`config.mk`:
```
export PLATFORM = sky130hd
export DESIGN_NAME = dmt_timer
export DESIGN_NICKNAME = d
export VERILOG_FILES = /design/src/pkg/dmt_pkg.sv /design/src/design/dmt_timer.sv
export SDC_FILE = /design/constraint.sdc
export NUM_CORES = 1
export LEC_CHECK = 0
export BUFFER_PORTS_ARGS = -buffer_cell sky130_fd_sc_hd__buf_2
export CAP_MARGIN = 20
export CORE_MARGIN = 3
export CORE_UTILIZATION = 53
export DETAILED_ROUTE_END_ITERATION = 12
export GPL_TIMING_DRIVEN = 0
export PLACE_DENSITY = 0.76
export SLEW_MARGIN = 20
export SYNTH_ARGS = -nofsm -noshare
export SYNTH_HDL_FRONTEND = slang
export SYNTH_SLANG_ARGS = --single-unit
export TNS_END_PERCENT = 10
```
`constraint.sdc`:
```
create_clock -name clk -period 3.2 [get_ports clk]
set_clock_uncertainty 0.05 [all_clocks]
set_input_delay 0.64 -clock clk [delete_from_list [all_inputs] [get_ports clk]]
set_output_delay 0.64 -clock clk [all_outputs]
set_load 0.005 [all_outputs]
```
`src/pkg/dmt_pkg.sv`:
```
// Constants shared by the dual compare match timer
package dmt_pkg;
  // ---------------------------------------------------------------
  // Register byte offsets
  // ---------------------------------------------------------------
  localparam logic [7:0] OFS_RUN   = 8'h00;
  localparam logic [7:0] OFS_CTRL0 = 8'h04;
  localparam logic [7:0] OFS_CNT0  = 8'h08;
  localparam logic [7:0] OFS_PER0  = 8'h0C;
  localparam logic [7:0] OFS_CTRL1 = 8'h10;
  localparam logic [7:0] OFS_CNT1  = 8'h14;
  localparam logic [7:0] OFS_PER1  = 8'h18;
  // ---------------------------------------------------------------
  // Field positions
  // ---------------------------------------------------------------
  localparam int BIT_RUN0     = 0;
  localparam int BIT_RUN1     = 1;
  localparam int BIT_FLAG     = 7;
  localparam int BIT_IE       = 6;
  localparam int BIT_SEL_LO   = 0;
  localparam int BIT_SEL_HI   = 1;
  // ---------------------------------------------------------------
  // Reset values
  // ---------------------------------------------------------------
  localparam logic [15:0] RST_CNT = 16'h0000;
  localparam logic [15:0] RST_PER = 16'hFFFF;
  localparam logic [1:0]  RST_RUN = 2'h0;
  localparam logic [1:0]  RST_SEL = 2'h0;
  // ---------------------------------------------------------------
  // Prescaler taps, clock cycles per tick
  // ---------------------------------------------------------------
  localparam int DIV_SEL0 = 8;
  localparam int DIV_SEL1 = 32;
  localparam int DIV_SEL2 = 128;
  localparam int DIV_SEL3 = 512;
  localparam int PRESC_W  = $clog2(DIV_SEL3);
  localparam logic [PRESC_W-1:0] MASK0 = PRESC_W'(DIV_SEL0 - 1);
  localparam logic [PRESC_W-1:0] MASK1 = PRESC_W'(DIV_SEL1 - 1);
  localparam logic [PRESC_W-1:0] MASK2 = PRESC_W'(DIV_SEL2 - 1);
  localparam logic [PRESC_W-1:0] MASK3 = PRESC_W'(DIV_SEL3 - 1);
endpackage

```
`src/design/dmt_timer.sv`:
```
// Dual 16-bit compare match timer with APB register slave
// ---------------------------------------------------------------
// Operation
// ---------------------------------------------------------------
module dmt_timer
  import dmt_pkg::*;
(
  input  wire logic        clk,
  input  wire logic        reset,
  input  wire logic        psel,
  input  wire logic        penable,
  input  wire logic        pwrite,
  input  wire logic [7:0]  paddr,
  input  wire logic [31:0] pwdata,
  input  wire logic [3:0]  pstrb,
  output logic      [31:0] prdata,
  output logic             pready,
  output logic             pslverr,
  output logic      [1:0]  matchIrq,
  output logic      [1:0]  xferReq,
  input  wire logic [1:0]  xferDone,
  input  wire logic [1:0]  xferDisableSel
);

  // ---------------------------------------------------------------
  // State
  // ---------------------------------------------------------------
  logic [PRESC_W-1:0] prescReg;
  logic [1:0]         runReg;
  logic [15:0]        cntReg   [2];
  logic [15:0]        perReg   [2];
  logic [1:0]         selReg   [2];
  logic [1:0]         ieReg;
  logic [1:0]         flagReg;
  logic [1:0]         readOneReg;
  logic [31:0]        prdataReg;
  logic               preadyReg;
  logic               pslverrReg;
  logic [1:0]         matchIrqReg;
  logic [1:0]         xferReqReg;

  logic        setupPh;
  logic        accessDone;
  logic        wrDone;
  logic        rdDone;
  logic        mapped;
  logic [31:0] rdValue;
  logic [1:0]  tick;
  logic [1:0]  matchEv;
  logic [1:0]  incEv;
  logic [1:0]  cntWr;
  logic [1:0]  perWr;
  logic [1:0]  ctrlWr;
  logic [1:0]  ctrlRd;
  logic [1:0]  swClr;
  logic [1:0]  xferClr;
  logic [1:0]  irqNext;

  assign prdata   = prdataReg;
  assign pready   = preadyReg;
  assign pslverr  = pslverrReg;
  assign matchIrq = matchIrqReg;
  assign xferReq  = xferReqReg;

  // ---------------------------------------------------------------
  // APB slave, one wait-free access phase
  // ---------------------------------------------------------------
  assign setupPh    = psel && !penable && !preadyReg;
  assign accessDone = psel && penable && preadyReg;
  assign wrDone     = accessDone && pwrite && !pslverrReg;
  assign rdDone     = accessDone && !pwrite && !pslverrReg;

  function automatic logic [15:0] mergeBytes(input logic [15:0] old,
                                             input logic [31:0] wd,
                                             input logic [3:0]  strb);
    mergeBytes = {strb[1] ? wd[15:8] : old[15:8], strb[0] ? wd[7:0] : old[7:0]};
  endfunction

  always_comb begin
    mapped  = 1'b1;
    rdValue = 32'h0000_0000;
    case (paddr)
      OFS_RUN:   rdValue = {30'h0000_0000, runReg};
      OFS_CTRL0: rdValue = {24'h00_0000, flagReg[0], ieReg[0], 4'h0, selReg[0]};
      OFS_CNT0:  rdValue = {16'h0000, cntReg[0]};
      OFS_PER0:  rdValue = {16'h0000, perReg[0]};
      OFS_CTRL1: rdValue = {24'h00_0000, flagReg[1], ieReg[1], 4'h0, selReg[1]};
      OFS_CNT1:  rdValue = {16'h0000, cntReg[1]};
      OFS_PER1:  rdValue = {16'h0000, perReg[1]};
      default:   mapped = 1'b0;
    endcase
  end

  always_ff @(posedge clk or posedge reset) begin
    if (reset) begin
      preadyReg  <= 1'b0;
      pslverrReg <= 1'b0;
      prdataReg  <= 32'h0000_0000;
    end else if (setupPh) begin
      preadyReg  <= 1'b1;
      pslverrReg <= !mapped;
      prdataReg  <= pwrite ? 32'h0000_0000 : rdValue;
    end else begin
      preadyReg  <= 1'b0;
      pslverrReg <= 1'b0;
    end
  end

  // Only bits 1:0 are stored; upper reserved bits drop away
  always_ff @(posedge clk or posedge reset) begin
    if (reset) begin
      runReg <= RST_RUN;
    end else if (wrDone && paddr == OFS_RUN && pstrb[0]) begin
      runReg <= pwdata[BIT_RUN1:BIT_RUN0];
    end
  end

  // ---------------------------------------------------------------
  // Prescaler
  // ---------------------------------------------------------------
  // Free-running so that both channels share one divider and stay in phase
  always_ff @(posedge clk or posedge reset) begin
    if (reset) begin
      prescReg <= '0;
    end else begin
      prescReg <= prescReg + 1'b1;
    end
  end

  // ---------------------------------------------------------------
  // Channels
  // ---------------------------------------------------------------
  for (genvar g = 0; g < 2; g++) begin : gCh
    localparam logic [7:0] OFS_C = (g == 0) ? OFS_CTRL0 : OFS_CTRL1;
    localparam logic [7:0] OFS_N = (g == 0) ? OFS_CNT0  : OFS_CNT1;
    localparam logic [7:0] OFS_P = (g == 0) ? OFS_PER0  : OFS_PER1;

    always_comb begin
      case (selReg[g])
        2'h0:    tick[g] = (prescReg & MASK0) == MASK0;
        2'h1:    tick[g] = (prescReg & MASK1) == MASK1;
        2'h2:    tick[g] = (prescReg & MASK2) == MASK2;
        default: tick[g] = (prescReg & MASK3) == MASK3;
      endcase
    end

    // Match is taken on the tick that would leave the matching value
    assign matchEv[g] = runReg[g] && tick[g] && cntReg[g] == perReg[g];
    assign incEv[g]   = runReg[g] && tick[g] && cntReg[g] != perReg[g];
    assign cntWr[g]   = wrDone && paddr == OFS_N;
    assign perWr[g]   = wrDone && paddr == OFS_P;
    assign ctrlWr[g]  = wrDone && paddr == OFS_C;
    assign ctrlRd[g]  = rdDone && paddr == OFS_C;
    assign swClr[g]   = ctrlWr[g] && pstrb[0] && !pwdata[BIT_FLAG] && readOneReg[g];
    assign xferClr[g] = xferDone[g] && !xferDisableSel[g];

    always_ff @(posedge clk or posedge reset) begin
      if (reset) begin
        cntReg[g] <= RST_CNT;
      end else if (matchEv[g]) begin
        cntReg[g] <= RST_CNT;
      end else if (cntWr[g]) begin
        cntReg[g] <= mergeBytes(cntReg[g], pwdata, pstrb);
      end else if (incEv[g]) begin
        cntReg[g] <= cntReg[g] + 16'h0001;
      end
    end

    always_ff @(posedge clk or posedge reset) begin
      if (reset) begin
        perReg[g] <= RST_PER;
      end else if (perWr[g]) begin
        perReg[g] <= mergeBytes(perReg[g], pwdata, pstrb);
      end
    end

    always_ff @(posedge clk or posedge reset) begin
      if (reset) begin
        selReg[g] <= RST_SEL;
        ieReg[g]  <= 1'b0;
      end else if (ctrlWr[g] && pstrb[0]) begin
        selReg[g] <= pwdata[BIT_SEL_HI:BIT_SEL_LO];
        ieReg[g]  <= pwdata[BIT_IE];
      end
    end

    // A read that saw the flag high arms the software clear
    always_ff @(posedge clk or posedge reset) begin
      if (reset) begin
        readOneReg[g] <= 1'b0;
      end else if (ctrlWr[g]) begin
        readOneReg[g] <= 1'b0;
      end else if (ctrlRd[g] && prdataReg[BIT_FLAG]) begin
        readOneReg[g] <= 1'b1;
      end
    end

    // Set wins over any clear arriving in the same cycle
    always_ff @(posedge clk or posedge reset) begin
      if (reset) begin
        flagReg[g] <= 1'b0;
      end else if (matchEv[g]) begin
        flagReg[g] <= 1'b1;
      end else if (swClr[g] || xferClr[g]) begin
        flagReg[g] <= 1'b0;
      end
    end

    assign irqNext[g] = flagReg[g] && ieReg[g];

    always_ff @(posedge clk or posedge reset) begin
      if (reset) begin
        matchIrqReg[g] <= 1'b0;
      end else begin
        matchIrqReg[g] <= irqNext[g];
      end
    end

  end

  // ---------------------------------------------------------------
  // Transfer request, fixed priority
  // ---------------------------------------------------------------
  // Channel 0 wins ties; channel 1 waits until channel 0 is served
  always_ff @(posedge clk or posedge reset) begin
    if (reset) begin
      xferReqReg <= 2'h0;
    end else begin
      xferReqReg[0] <= irqNext[0];
      xferReqReg[1] <= irqNext[1] && !irqNext[0];
    end
  end
endmodule

```
### Yosys cells after proc, flatten, opt, wreduce, memory -nomap -nowiden

Index checks and enable logic that the tools add are counted.

* mux-type cells: 23
* reductions and logical operators: 66
* $add $sub $neg: 3
* equal/unequal tests: 22

Operator list (number)
* one-hot mux 16 bit (7 select lines): 1
* two-way mux 16 bit: 6
* logical AND 1 bit: 37
* adder 16 x 1 -> 16 bit, second input constant: 2
* == test 16 bit: 2
* two-way mux 32 bit: 1
* inequality test 16 bit: 2
* == test 8 x 5 -> 1 bit, second input constant: 3
* == test 8 x 4 -> 1 bit, second input constant: 2
* two-way mux 8 bit: 2
* AND reduction 2 bit: 8
* inequality test 3 bit, second input constant: 4
* two-way mux 1 bit: 11
* adder 9 x 1 -> 9 bit, second input constant: 1
* == test 9 bit, second input constant: 1
* logical NOT 1 bit: 9
* == test 8 x 3 -> 1 bit, second input constant: 1
* logical NOT 8 bit: 1
* nonzero test 2 bit: 4
* == test 7 bit, second input constant: 1
* OR reduction 7 bit: 1
* one-hot mux 1 bit (3 select lines): 2
* nonzero test 3 bit: 2
* == test 5 bit, second input constant: 1
* 5 further kinds: 9

* output and inout bits: 38
* input bits: 53
* flip-flop bits (word level): 123

### Depth between registers and ports, before layout

Gate-level depths: netlist of the first run.

* depth in word-level cells: 11
* mapped depth: 11
* gate-level depth less buffers: 9

### Worst setup path after synthesis of the first run

OpenSTA, ideal clock, no wires.

* path type: flip-flop to flip-flop
* start point: reg prescReg[0]
* end point: reg cntReg[23] (netlist bit)
* clock period less this slack: 2343 ps
* required time: 3025 ps
* arrival: 2168 ps
* setup slack: 857 ps
* cell stages (with the launch flop): 11
* cell sequence: dfrtp_1 -> ha_1 -> nand3_2 -> inv_1 -> ha_1 -> mux2_2 -> o21a_1 -> buf_2 -> a22oi_1 -> o21ai_0 -> a2111oi_0

* longest elaborated chain between the ends: 6
* elaborated cells between the ends (all ways): 12
* classes of those cells: eq/ne: 5; mux: 2; reduce/logical: 5

Ends and longest elaborated chain
* start: declaration: line dmt_timer.sv:28 `logic [PRESC_W-1:0] prescReg;`
* start signal: assignment: line dmt_timer.sv:126 `prescReg <= prescReg + 1'b1;`
* == test 9 bit (tied with other cells): line dmt_timer.sv:143 `default: tick[g] = (prescReg & MASK3) == MASK3;`
* one-hot mux 1 bit (3 select lines) (*): line dmt_timer.sv:139 `case (selReg[g])`
* logical AND 1 bit (*): line dmt_timer.sv:148, dmt_timer.sv:149
* logical AND 1 bit, on equally long branches: line dmt_timer.sv:148, dmt_timer.sv:149
* inequality test 3 bit (no line) / nonzero test 3 bit (equally long branches)
* AND reduction 2 bit (no line)
* end signal: indexed assignment: line dmt_timer.sv:163 `cntReg[g] <= mergeBytes(cntReg[g], pwdata, pstrb);`
* end signal: indexed assignment: line dmt_timer.sv:165 `cntReg[g] <= cntReg[g] + 16'h0001;`
* end: declaration: line dmt_timer.sv:30 `logic [15:0] cntReg [2];`

Every way passes the cells marked *; elsewhere a longest branch is shown, timed or not.
A chain may end at the register's enable or synchronous reset.

### Worst setup path after layout of the first run

* start point: reg prescReg[0]
* end point: reg cntReg[3] (netlist bit)

The elaborated chain is that of the path after synthesis.

==> results of run 1 <==
per-layer routing:
metal / up-vias / wire length, µm / track usage / part of all wire
met5: - / 0 / 0 / 0
met4: 0 / 421 / 0.0944 / 0.022
met3: 40 / 1740 / 0.0979 / 0.092
li1: 2515 / - / - / -
met1: 2736 / 7750 / 0.376 / 0.41
met2: 258 / 8860 / 0.448 / 0.47
sequential cells by signal, indices dropped and copies added (netlist names):
register    count
readOneReg      2
matchIrq        1
perReg         32
xferReq         2
prdata         16
runReg          2
cntReg         32
flagReg         2
pslverr         1
selReg          4
ieReg           2
pready          1
prescReg        9
worst min path at each step:
| stage | endpoint | slack, ns | start | cells past startpoint |
|---|---|---|---|---|
| 2_1_floorplan | prescReg[0] | 0.39 | prescReg[0] | 1 |
| 3_3_place_gp | prescReg[6] | 0.41 | prescReg[6] | 1 |
| 3_5_place_dp | prescReg[6] | 0.41 | prescReg[6] | 1 |
| 4_1_cts | readOneReg[0] | 0.28 | reset | 2 |
| 5_1_grt | prdata[1] | 0.30 | reset | 2 |
| 6_report | readOneReg[0] | 0.27 | reset | 2 |
final cells by class:
class	instances	area, µm²	share of cell area
Buffer	63	390	0.0535
Timing Repair Buffer	58	335	0.0459
Multi-Input combinational cell	467	3360	0.460
Clock buffer	12	246	0.0338
Inverter	11	45.0	0.00617
Sequential cell	106	2690	0.369
Tap cell	143	179	0.0245
Clock inverter	4	51.3	0.00703
worst register-to-register path, cell delays in order, from the launching register on:
cell and delay (ns):
dfrtp_1 0.41, ha_1 0.24, nand3_2 0.15, nor3_1 0.07
ha_1 0.21, nand2_1 0.12, o311ai_2 0.15, nand3_1 0.26
clkbuf_1 0.40, o21ai_0 0.19, a2111oi_0 0.48
power by group:
group / total [mW] / leakage (nW) / switching (mW) / internal [mW]
Sequential: 1.35 / 1.34 / 0.00297 / 1.34
Clock: 1.14 / 0.143 / 0.508 / 0.629
Combinational: 0.145 / 2.03 / 0.0943 / 0.0503
Total: 2.63 / 3.52 / 0.605 / 2.02
synthesized netlist by cell type, types with 4 or more instances:
cell / number / area (µm²)
and3_1: 14 / 87.6
xor2_1: 33 / 289
a211oi_1: 7 / 52.6
buf_6: 6 / 67.6
a2111oi_0: 9 / 78.8
buf_2: 16 / 80.1
a22oi_1: 30 / 225
and2_1: 13 / 81.3
mux2_2: 40 / 450
clkbuf_1: 18 / 67.6
o22ai_1: 4 / 25.0
nand2_1: 38 / 143
nor2_1: 39 / 146
mux2i_1: 4 / 40.0
inv_1: 11 / 41.3
nor4_1: 16 / 100
a22o_1: 18 / 158
buf_4: 20 / 150
nand3_1: 20 / 100
a21oi_1: 10 / 50.1
ha_1: 6 / 75.1
nor3_1: 27 / 135
nand4_1: 16 / 100
a21o_1: 4 / 30.0
o21ai_0: 9 / 45.0
a31oi_1: 9 / 56.3
a222oi_1: 4 / 40.0
a31o_2: 7 / 61.3
dfstp_2: 32 / 841
dfrtp_1: 74 / 1850
and4_1: 9 / 78.8
layout by cell type, fill, tap and decap left out, drive strengths merged, types with 7 or more instances in the layout:
| master | instances |
|---|---|
| dfstp | 32 |
| nor3 | 28 |
| nor4 | 20 |
| a2111oi | 11 |
| and4 | 10 |
| a22oi | 30 |
| nand4 | 17 |
| and2 | 16 |
| a22o | 19 |
| conb | 16 |
| nand2 | 38 |
| mux2 | 40 |
| nor2 | 41 |
| dfrtp | 74 |
| o21ai | 9 |
| inv | 10 |
| buf | 101 |
| a31oi | 9 |
| xor2 | 33 |
| clkbuf | 32 |
| nand3 | 21 |
| a211oi | 7 |
| a31o | 7 |
| a21oi | 10 |
| and3 | 18 |
logic make-up (layout without fill, tap and decap cells):
family                     Yosys count  in the layout  share of synthesized area
and+or+nand+nor                    229            229                      0.208
other                                1             16                   0.000583
muxes                               44             44                     0.0763
xor gates and xnor gates            36             36                     0.0491
adders and majority gates            6              6                     0.0117
DFF                                106            106                      0.419
buffers and inverters               74            148                     0.0672
AOI/OAI and AO/OA                  136            136                      0.168
metrics by stage:
| stage | setup slack, ns | cell area [µm²] | hold WS, ns | power, mW |
|---|---|---|---|---|
| after floorplan | 0.857 | 6490 | 0.393 | 1.44 |
| after global placement | 0.444 | 6940 | 0.412 | 1.50 |
| after detailed placement | 0.366 | 7000 | 0.414 | 1.51 |
| after CTS | 0.352 | 7300 | 0.282 | 2.64 |
| after global routing | 0.184 | 7300 | 0.305 | 2.71 |
| final | 0.331 | 7300 | 0.275 | 2.63 |
==> run_results.csv, run 1 <==
group,metric,value,unit
setup_path,timing.rr.start,"prescReg[0]",
global_routing,grt_pass1_vias,5345,
placement,numPlacedInstances,848,
clock_network,cts_setup_buffers,0,
routing,detail_route.first_pass.iterations,6,
clock_network,clk_latency,0.37,ns
logic_synthesis,syn_area,0.00643,mm²
global_routing,grt_max_degree,34,
routing,drt-total-wl,18800,µm
setup_path,crit_buf_inv,1,
floorplan,die_h,116,µm
timing,rsz0062_at_grt,"false",
global_routing,grt_pass1_wl,29500,µm
timing,fin_crit,2.87,ns
final_layout,diodes,0,
setup_path,r2r_slack,0.33,ns
timing,fmax,349,MHz
logic_synthesis,ys_ff_latch,106,
final_layout,synthToLayoutAreaGrowth,13.6,%
setup_path,critPathTopFamily,"compound AO/OA/AOI/OAI gates",
logic_synthesis,synth-edff-count,0,
logic_synthesis,postSynth.asyncResetShare,1.00,
setup_path,crit_type,"reg2reg",
setup_path,cp-startpoint,"prescReg[0]",
timing,hold_viol,0,
logic_synthesis,synth_flop_cell,"dfrtp_1",
final_layout,final_cells,864,
routing,final_antenna_net_count,0,
placement,place_hpwl,14100,µm
power,p_per_area,360,mW/mm²
timing,tns,0,ns
routing,via_count,5549,
timing,setup_viol,0,
logic_synthesis,yosysSeqAreaShare,0.419,
clock_network,cts-root-buf,"clkbuf_16",
clock_network,holdBufCountCts,0,
clock_network,cts_tree,"done",
global_routing,antenna_found_initial,0,
setup_path,worstSetupStartpointType,"register",
final_layout,post_route_cells_drive_above_1_share,0.313,
global_routing,grt_overflow,0,
clock_network,cts.repair.resized,0,
clock_network,cts-buffers-inserted,9,
floorplan,rows,39,
power,ir_worst_vdd,0.442,mV
final_layout,final_nets,775,
global_routing,grt_usage,0.286,
status,outcome,"complete, no violations",
setup_path,arrival,3.03,ns
setup_path,slowest_stage,"a2111oi_0",
routing,viasPerCell,6.42,
logic_synthesis,synth_cell_types,74,
routing,drc,0,
clock_network,htreeDepth,3,
floorplan,die-area,0.0135,mm²
timing,post-route-period-util,0.897,
placement,finalWeightedCongestion,0.964,
logic_synthesis,ys_warn_count,0,
logic_synthesis,syn_area_per_cell,10.2,µm²
floorplan,start_util,0.553,
setup_path,crit_path_end,"cntReg[3]",
min_path,min_path_type,"in2async",
floorplan,coreArea,0.0116,mm²
setup_path,critPathMaxStageDelay,0.48,ns
placement,port_buffers,55,
setup_path,path_depth,10,
logic_synthesis,synthCells,632,
floorplan,ios,91,
power,leakage,3.52,nW
timing,worstMarginPinSlew,0.927,ns
clock_network,cts.clk_slew.worst_paths,0.07,ns
routing,drtIter0Drc,693,
final_layout,nFillCells,973,
clock_network,cts.path.max_buffers,2,
timing,relSlewSlack,0.377,
setup_path,cp_max_fo,10,
setup_path,end_kind,"register",
floorplan,chipWidth,116,µm
setup_path,worstReg2RegEnd,"cntReg[3]",
routing,wl_per_cell,21.7,µm
clock_network,cts_sinks,106,
setup_path,path_cells,"ha_1 > nand3_2 > nor3_1 > ha_1 > nand2_1 > o311ai_2 > nand3_1 > clkbuf_1 > o21ai_0 > a2111oi_0",
setup_path,cpMostUsedCell,"ha_1",
timing,finalMaxSlewViolations,0,
setup_path,cp.required,3.36,ns
final_layout,fin_util,0.629,
run,maxCapViolCount,0,
setup_path,rr_worst_depth,10,
(Power assumes the default switching activity.)
==> run 2, diff against run 1 <==
--- a/config.mk
+++ b/config.mk
@@ -8,10 +8,10 @@
 export BUFFER_PORTS_ARGS = -buffer_cell sky130_fd_sc_hd__buf_2
 export CAP_MARGIN = 20
 export CORE_MARGIN = 3
-export CORE_UTILIZATION = 53
+export CORE_UTILIZATION = 52
 export DETAILED_ROUTE_END_ITERATION = 12
 export GPL_TIMING_DRIVEN = 0
-export PLACE_DENSITY = 0.76
+export PLACE_DENSITY = 0.74
 export SLEW_MARGIN = 20
 export SYNTH_ARGS = -nofsm -noshare
 export SYNTH_HDL_FRONTEND = slang
==> run 2 against run 1 <==
Compared with the run above: sequential cell count stayed put; count of clock-buffer cells in the layout is 1 higher; setup slack better by 0.11 ns; critical path type unchanged; fmax increased by 4.1%.
==> run_results.csv, run 2 (synthesis results as in run 1) <==
group,metric,value,unit
status,outcome,"complete, no violations",
setup_path,end_kind,"register",
placement,finalWeightedCongestion,0.935,
setup_path,critPathMaxStageDelay,0.44,ns
final_layout,nFillCells,978,
clock_network,cts.path.max_buffers,2,
routing,drt-total-wl,18600,µm
power,p_per_area,357,mW/mm²
routing,detail_route.first_pass.iterations,5,
routing,wl_met3,1590,µm
setup_path,worstSetupStartpointType,"register",
timing,worstMarginPinSlew,0.940,ns
floorplan,die-area,0.0137,mm²
clock_network,clk_latency,0.36,ns
routing,drc,0,
final_layout,mostFrequentLayoutCells,"dfrtp_1 (74), buf_2 (71), mux2_2 (40)",
min_path,min_path_type,"in2async",
floorplan,die_h,117,µm
timing,finalMaxSlewViolations,0,
setup_path,cp_max_fo,10,
routing,drtIter0Drc,601,
placement,numPlacedInstances,869,
timing,tns,0,ns
power,ir_worst_vdd,0.373,mV
global_routing,grt_overflow,0,
routing,met1_length,7760,µm
final_layout,diodes,0,
setup_path,crit_type,"reg2reg",
global_routing,grt_max_degree,34,
floorplan,start_util,0.547,
global_routing,grt_usage,0.288,
clock_network,cts_setup_buffers,0,
placement,place_hpwl,14100,µm
timing,fmax,363,MHz
setup_path,cpMostUsedCell,"ha_1",
setup_path,critPathTopFamily,"compound AO/OA/AOI/OAI gates",
global_routing,grt_pass1_wl,30000,µm
timing,relSlewSlack,0.368,
final_layout,final_cells,885,
floorplan,rows,39,
clock_network,cts_sinks,106,
global_routing,antenna_found_initial,0,
power,leakage,3.53,nW
clock_network,cts.clk_slew.worst_paths,0.06,ns
clock_network,cts_tree,"done",
clock_network,cts.repair.resized,0,
setup_path,crit_buf_inv,2,
routing,top_layer_used,"met4",
setup_path,slowest_stage,"a2111oi_0",
setup_path,path_cells,"ha_1 > nand3_2 > inv_1 > ha_1 > mux2_2 > o21a_1 > buf_2 > a22oi_1 > o21ai_0 > a2111oi_0",
final_layout,synthToLayoutAreaGrowth,14.1,%
setup_path,arrival,2.92,ns
final_layout,final_common_cell,"dfrtp_1",
routing,wl_per_cell,21.0,µm
floorplan,chipWidth,117,µm
clock_network,cts-root-buf,"clkbuf_16",
clock_network,htreeDepth,3,
timing,setup_viol,0,
final_layout,post_route_cells_drive_above_1_share,0.315,
clock_network,holdBufCountCts,0,
setup_path,cp.required,3.37,ns
clock_network,cts-buffers-inserted,9,
timing,rsz0062_at_grt,"false",
routing,routed-wl-met2,8850,µm
floorplan,ios,91,
run,maxCapViolCount,0,
placement,port_buffers,55,
routing,final_antenna_net_count,0,
routing,via_count,5584,
final_layout,final_nets,775,
global_routing,grt_pass1_vias,5445,
timing,fin_crit,2.76,ns
timing,hold_viol,0,
timing,post-route-period-util,0.861,
routing,viasPerCell,6.31,
floorplan,coreArea,0.0118,mm²
[run 2: changes by cell type in the layout (fill, tap and decap cells not counted), sizes merged]
cell,change
clkbuf,+1
inv,+1
bufinv,-1
clkinvlp,-1
[run 2: final cells by class]
type	count	area, µm²	share of cell area
multi-input cells	467	3360	0.458
flip-flops and latches	106	2690	0.367
plain buffers	63	390	0.0532
repair buffers	58	343	0.0467
clock buffers	13	282	0.0384
well taps	164	205	0.0280
inverters	11	45.0	0.00614
clock inverters	3	18.8	0.00256
[run 2: through the flow]
stage,hold slack [ns],power [mW],instance area [µm²],utilization,worst slack [ns]
final,0.286,2.62,7340,0.624,0.444
after global routing,0.328,2.70,7340,0.624,0.252
after CTS,0.302,2.64,7340,0.624,0.428
after detailed placement,0.421,1.52,7040,0.598,0.352
after global placement,0.407,1.50,6970,0.593,0.484
after floorplan,0.393,1.44,6490,-,0.857
[run 2: worst paths after layout]
path,slack (ns),cells past startpoint,startpoint,to
min,0.29,2,reset,prdata[2]
min in group clk,0.43,1,prescReg[6],prescReg[6]
max,0.44,10,prescReg[0],cntReg[29]
max reg2reg,0.44,10,prescReg[0],cntReg[29]
min reg2reg,0.43,1,prescReg[6],prescReg[6]
max in group asynchronous,1.97,4,reset,perReg[29]
[run 2: power by group]
group	internal, mW	switching (mW)
Sequential	1.34	0.00292
Combinational	0.0513	0.0955
Clock	0.619	0.503
[run 2: routing by layer]
metal,vias to the layer above,track usage
met5,-,0
met2,287,0.452
met3,42,0.0607
met1,2740,0.402
met4,0,0.0856
li1,2515,-
==> run 3, diff against run 2 <==
--- a/config.mk
+++ b/config.mk
@@ -5,6 +5,8 @@
 export SDC_FILE = /design/constraint.sdc
 export NUM_CORES = 1
 export LEC_CHECK = 0
+export ABC_AREA = 1
+export ABC_CLOCK_PERIOD_IN_PS = 3200
 export BUFFER_PORTS_ARGS = -buffer_cell sky130_fd_sc_hd__buf_2
 export CAP_MARGIN = 20
 export CORE_MARGIN = 3
==> run 3 against run 2 <==
Compared with the run above: combinational power down 12%; worst hold slack worse by 0.031 ns; critical path depth up 2; sequential share of layout area down 1.2 points; cell count up 38%; sequential power about the same; critical path type unchanged; largest cell class unchanged; largest power group unchanged.
==> run_results.csv, run 3 <==
group,metric,value,unit
setup_path,worstReg2RegEnd,"cntReg[8]",
placement,numPlacedInstances,1207,
clock_network,cts-root-buf,"clkbuf_16",
timing,layout_setup_ws,0.519,ns
setup_path,rr_worst_depth,12,
min_path,min_path_type,"in2async",
timing,fin_hold_ws,0.255,ns
floorplan,start_util,0.543,
power,p_int,2.10,mW
floorplan,die-area,0.0142,mm²
placement,place_hpwl,14000,µm
final_layout,nFillCells,1187,
timing,rsz0062_at_grt,"false",
floorplan,die_h,119,µm
timing,relSlewSlack,0.570,
timing,post-route-period-util,0.838,
run,maxCapViolCount,0,
global_routing,grt_overflow,0,
routing,wl_met3,1360,µm
setup_path,cp.required,3.40,ns
timing,setup_viol,0,
power,p_seq_frac,0.497,
setup_path,crit_type,"reg2reg",
clock_network,holdBufCountCts,0,
setup_path,worstSetupStartpointType,"register",
global_routing,grt_max_degree,33,
logic_synthesis,synthCells,965,
logic_synthesis,ys_warn_count,0,
final_layout,final_nets,1109,
logic_synthesis,synth_top_area_frac,0.278,
final_layout,final_common_cell,"nand2_1",
logic_synthesis,postSynth.asyncResetShare,1.00,
global_routing,grt_pass1_vias,5889,
power,clockPowerShare,0.455,
floorplan,ios,91,
floorplan,chipWidth,119,µm
setup_path,timing.rr.start,"prescReg[0]",
global_routing,grt_usage,0.266,
final_layout,regArea,0.00269,mm²
logic_synthesis,synth_most_common_cell,"nand2_1",
logic_synthesis,ys_ff_latch,106,
routing,drt-total-wl,18300,µm
routing,drtIter0Drc,576,
floorplan,coreArea,0.0123,mm²
power,leakage,3.81,nW
final_layout,post_route_cells_drive_above_1_share,0.150,
logic_synthesis,synth_cell_types,38,
timing,worstMarginPinSlew,0.639,ns
global_routing,antenna_found_initial,0,
clock_network,clk_latency,0.37,ns
placement,finalWeightedCongestion,0.923,
routing,drc,0,
clock_network,cts-buffers-inserted,9,
setup_path,end_kind,"register",
status,outcome,"complete, no violations",
routing,top_layer_used,"met4",
final_layout,diodes,0,
clock_network,htreeDepth,3,
logic_synthesis,synth-edff-count,0,
power,switchingPower,0.609,mW
logic_synthesis,synth_flop_cell,"dfrtp_1",
routing,routed-wl-met2,8200,µm
setup_path,arrival,2.88,ns
logic_synthesis,yosys.area.top_type,"dfrtp_1",
clock_network,cts_tree,"done",
setup_path,cp_max_fo,10,
logic_synthesis,synth_common_cells,"nand2_1 (352), inv_1 (96), nand3_1 (80), nor2_1 (80), dfrtp_1 (74)",
power,p_comb_frac,0.048,
power,ir_worst_vdd,0.212,mV
timing,tns,0,ns
power,swShare,0.225,
final_layout,multiInputGateArea,0.00336,mm²
logic_synthesis,yosysSeqAreaShare,0.404,
clock_network,cts.repair.resized,0,
timing,fin_crit,2.68,ns
setup_path,r2r_slack,0.52,ns
global_routing,grt_pass1_wl,30100,µm
placement,port_buffers,56,
routing,final_antenna_net_count,0,
final_layout,final_cells,1223,
clock_network,cts.path.max_buffers,2,
clock_network,cts_setup_buffers,0,
logic_synthesis,syn_area_per_cell,6.90,µm²
timing,finalMaxSlewViolations,0,
placement,place_ws,0.584,ns
final_layout,synthToLayoutAreaGrowth,14.0,%
routing,detail_route.first_pass.iterations,5,
floorplan,rows,40,
timing,hold_viol,0,
final_layout,mostFrequentLayoutCells,"nand2_1 (352), inv_1 (95), nor2_1 (80), nand3_1 (80), dfrtp_1 (74)",
logic_synthesis,syn_area,0.00666,mm²
power,p_per_area,357,mW/mm²
routing,viasPerCell,5.23,
routing,met1_length,8340,µm
routing,via_count,6398,
clock_network,cts_sinks,106,
logic_synthesis,synth_area_leaders,"dfrtp_1 (28%), nand2_1 (20%), dfstp_2 (13%), nand3_1 (6.0%), inv_1 (5.4%)",
timing,fmax,373,MHz
clock_network,cts.clk_slew.worst_paths,0.08,ns
routing,wl_per_cell,15.0,µm
-- run 3: changes by cell type after synthesis, sizes merged, moves of 40 or more --
| cell | change |
|---|---|
| nor2 | +44 |
| nand2 | +321 |
| mux2 | -40 |
| o21ai | +63 |
| nand3 | +62 |
| inv | +89 |
-- run 3: power groups by stage --
| stage | clock, mW | combinational [mW] | sequential (mW) |
|---|---|---|---|
| final | 1.23 | 0.130 | 1.35 |
| after global routing | 1.30 | 0.147 | 1.35 |
| after detailed placement | 0 | 0.130 | 1.37 |
| after CTS | 1.24 | 0.131 | 1.35 |
| after floorplan | 0 | 0.0657 | 1.37 |
| after global placement | 0 | 0.120 | 1.37 |
-- run 3: layer usage --
metal  vias to the layer above  GRT usage
li1                       3194          -
met1                      2936      0.374
met2                       240      0.411
met3                        28     0.0513
met4                         0     0.0956
met5                         -          0
-- run 3: worst max path at each step --
stage                      from    endpoint  slack, ns  depth (start not counted)
floorplan           prescReg[0]   cntReg[7]       1.12                         12
global placement          reset  cntReg[25]       0.51                          2
detailed placement  prescReg[0]  cntReg[15]       0.58                         12
CTS                 prescReg[0]  cntReg[15]       0.54                         12
global route        prescReg[0]  cntReg[13]       0.24                         12
finish              prescReg[0]   cntReg[8]       0.52                         12
-- run 3: kinds of logic (layout without fill, tap and decap cells) --
logic type | Yosys count | after routing | share of synthesized area
xor gates and xnor gates | 32 | 32 | 0.0421
other | 1 | 16 | 0.000563
buffers and inverters | 153 | 228 | 0.0994
adders and majority gates | 6 | 6 | 0.0113
and+or+nand+nor | 568 | 568 | 0.363
AOI/OAI and AO/OA | 99 | 99 | 0.0795
DFF | 106 | 106 | 0.404
-- run 3: layout make-up --
type / instances / share of cell area
clock buffers: 12 / 0.0325
repair buffers: 59 / 0.0448
multi-input cells: 721 / 0.443
plain buffers: 52 / 0.0372
inverters: 101 / 0.0504
flip-flops and latches: 106 / 0.355
clock inverters: 4 / 0.0101
well taps: 168 / 0.0277
-- run 3: metrics by stage --
| step | utilization | total power, mW | instance area [µm²] |
|---|---|---|---|
| 3_3_place_gp | 0.588 | 1.49 | 7210 |
| 5_1_grt | 0.619 | 2.79 | 7590 |
| 2_1_floorplan | - | 1.44 | 6720 |
| 3_5_place_dp | 0.593 | 1.50 | 7270 |
| 6_report | 0.619 | 2.71 | 7590 |
| 4_1_cts | 0.619 | 2.72 | 7590 |
-- run 3: critical path, cell delays in order, from the launching register on --
cell and delay (ns):
dfrtp_1 0.37, ha_1 0.18, nand2_1 0.05, nor2_1 0.27, nand2_1 0.12, nor2_1 0.11
ha_1 0.18, a21oi_1 0.09, a21oi_1 0.44, nand3_2 0.30, buf_4 0.28, nand3_1 0.09
nand2_1 0.06
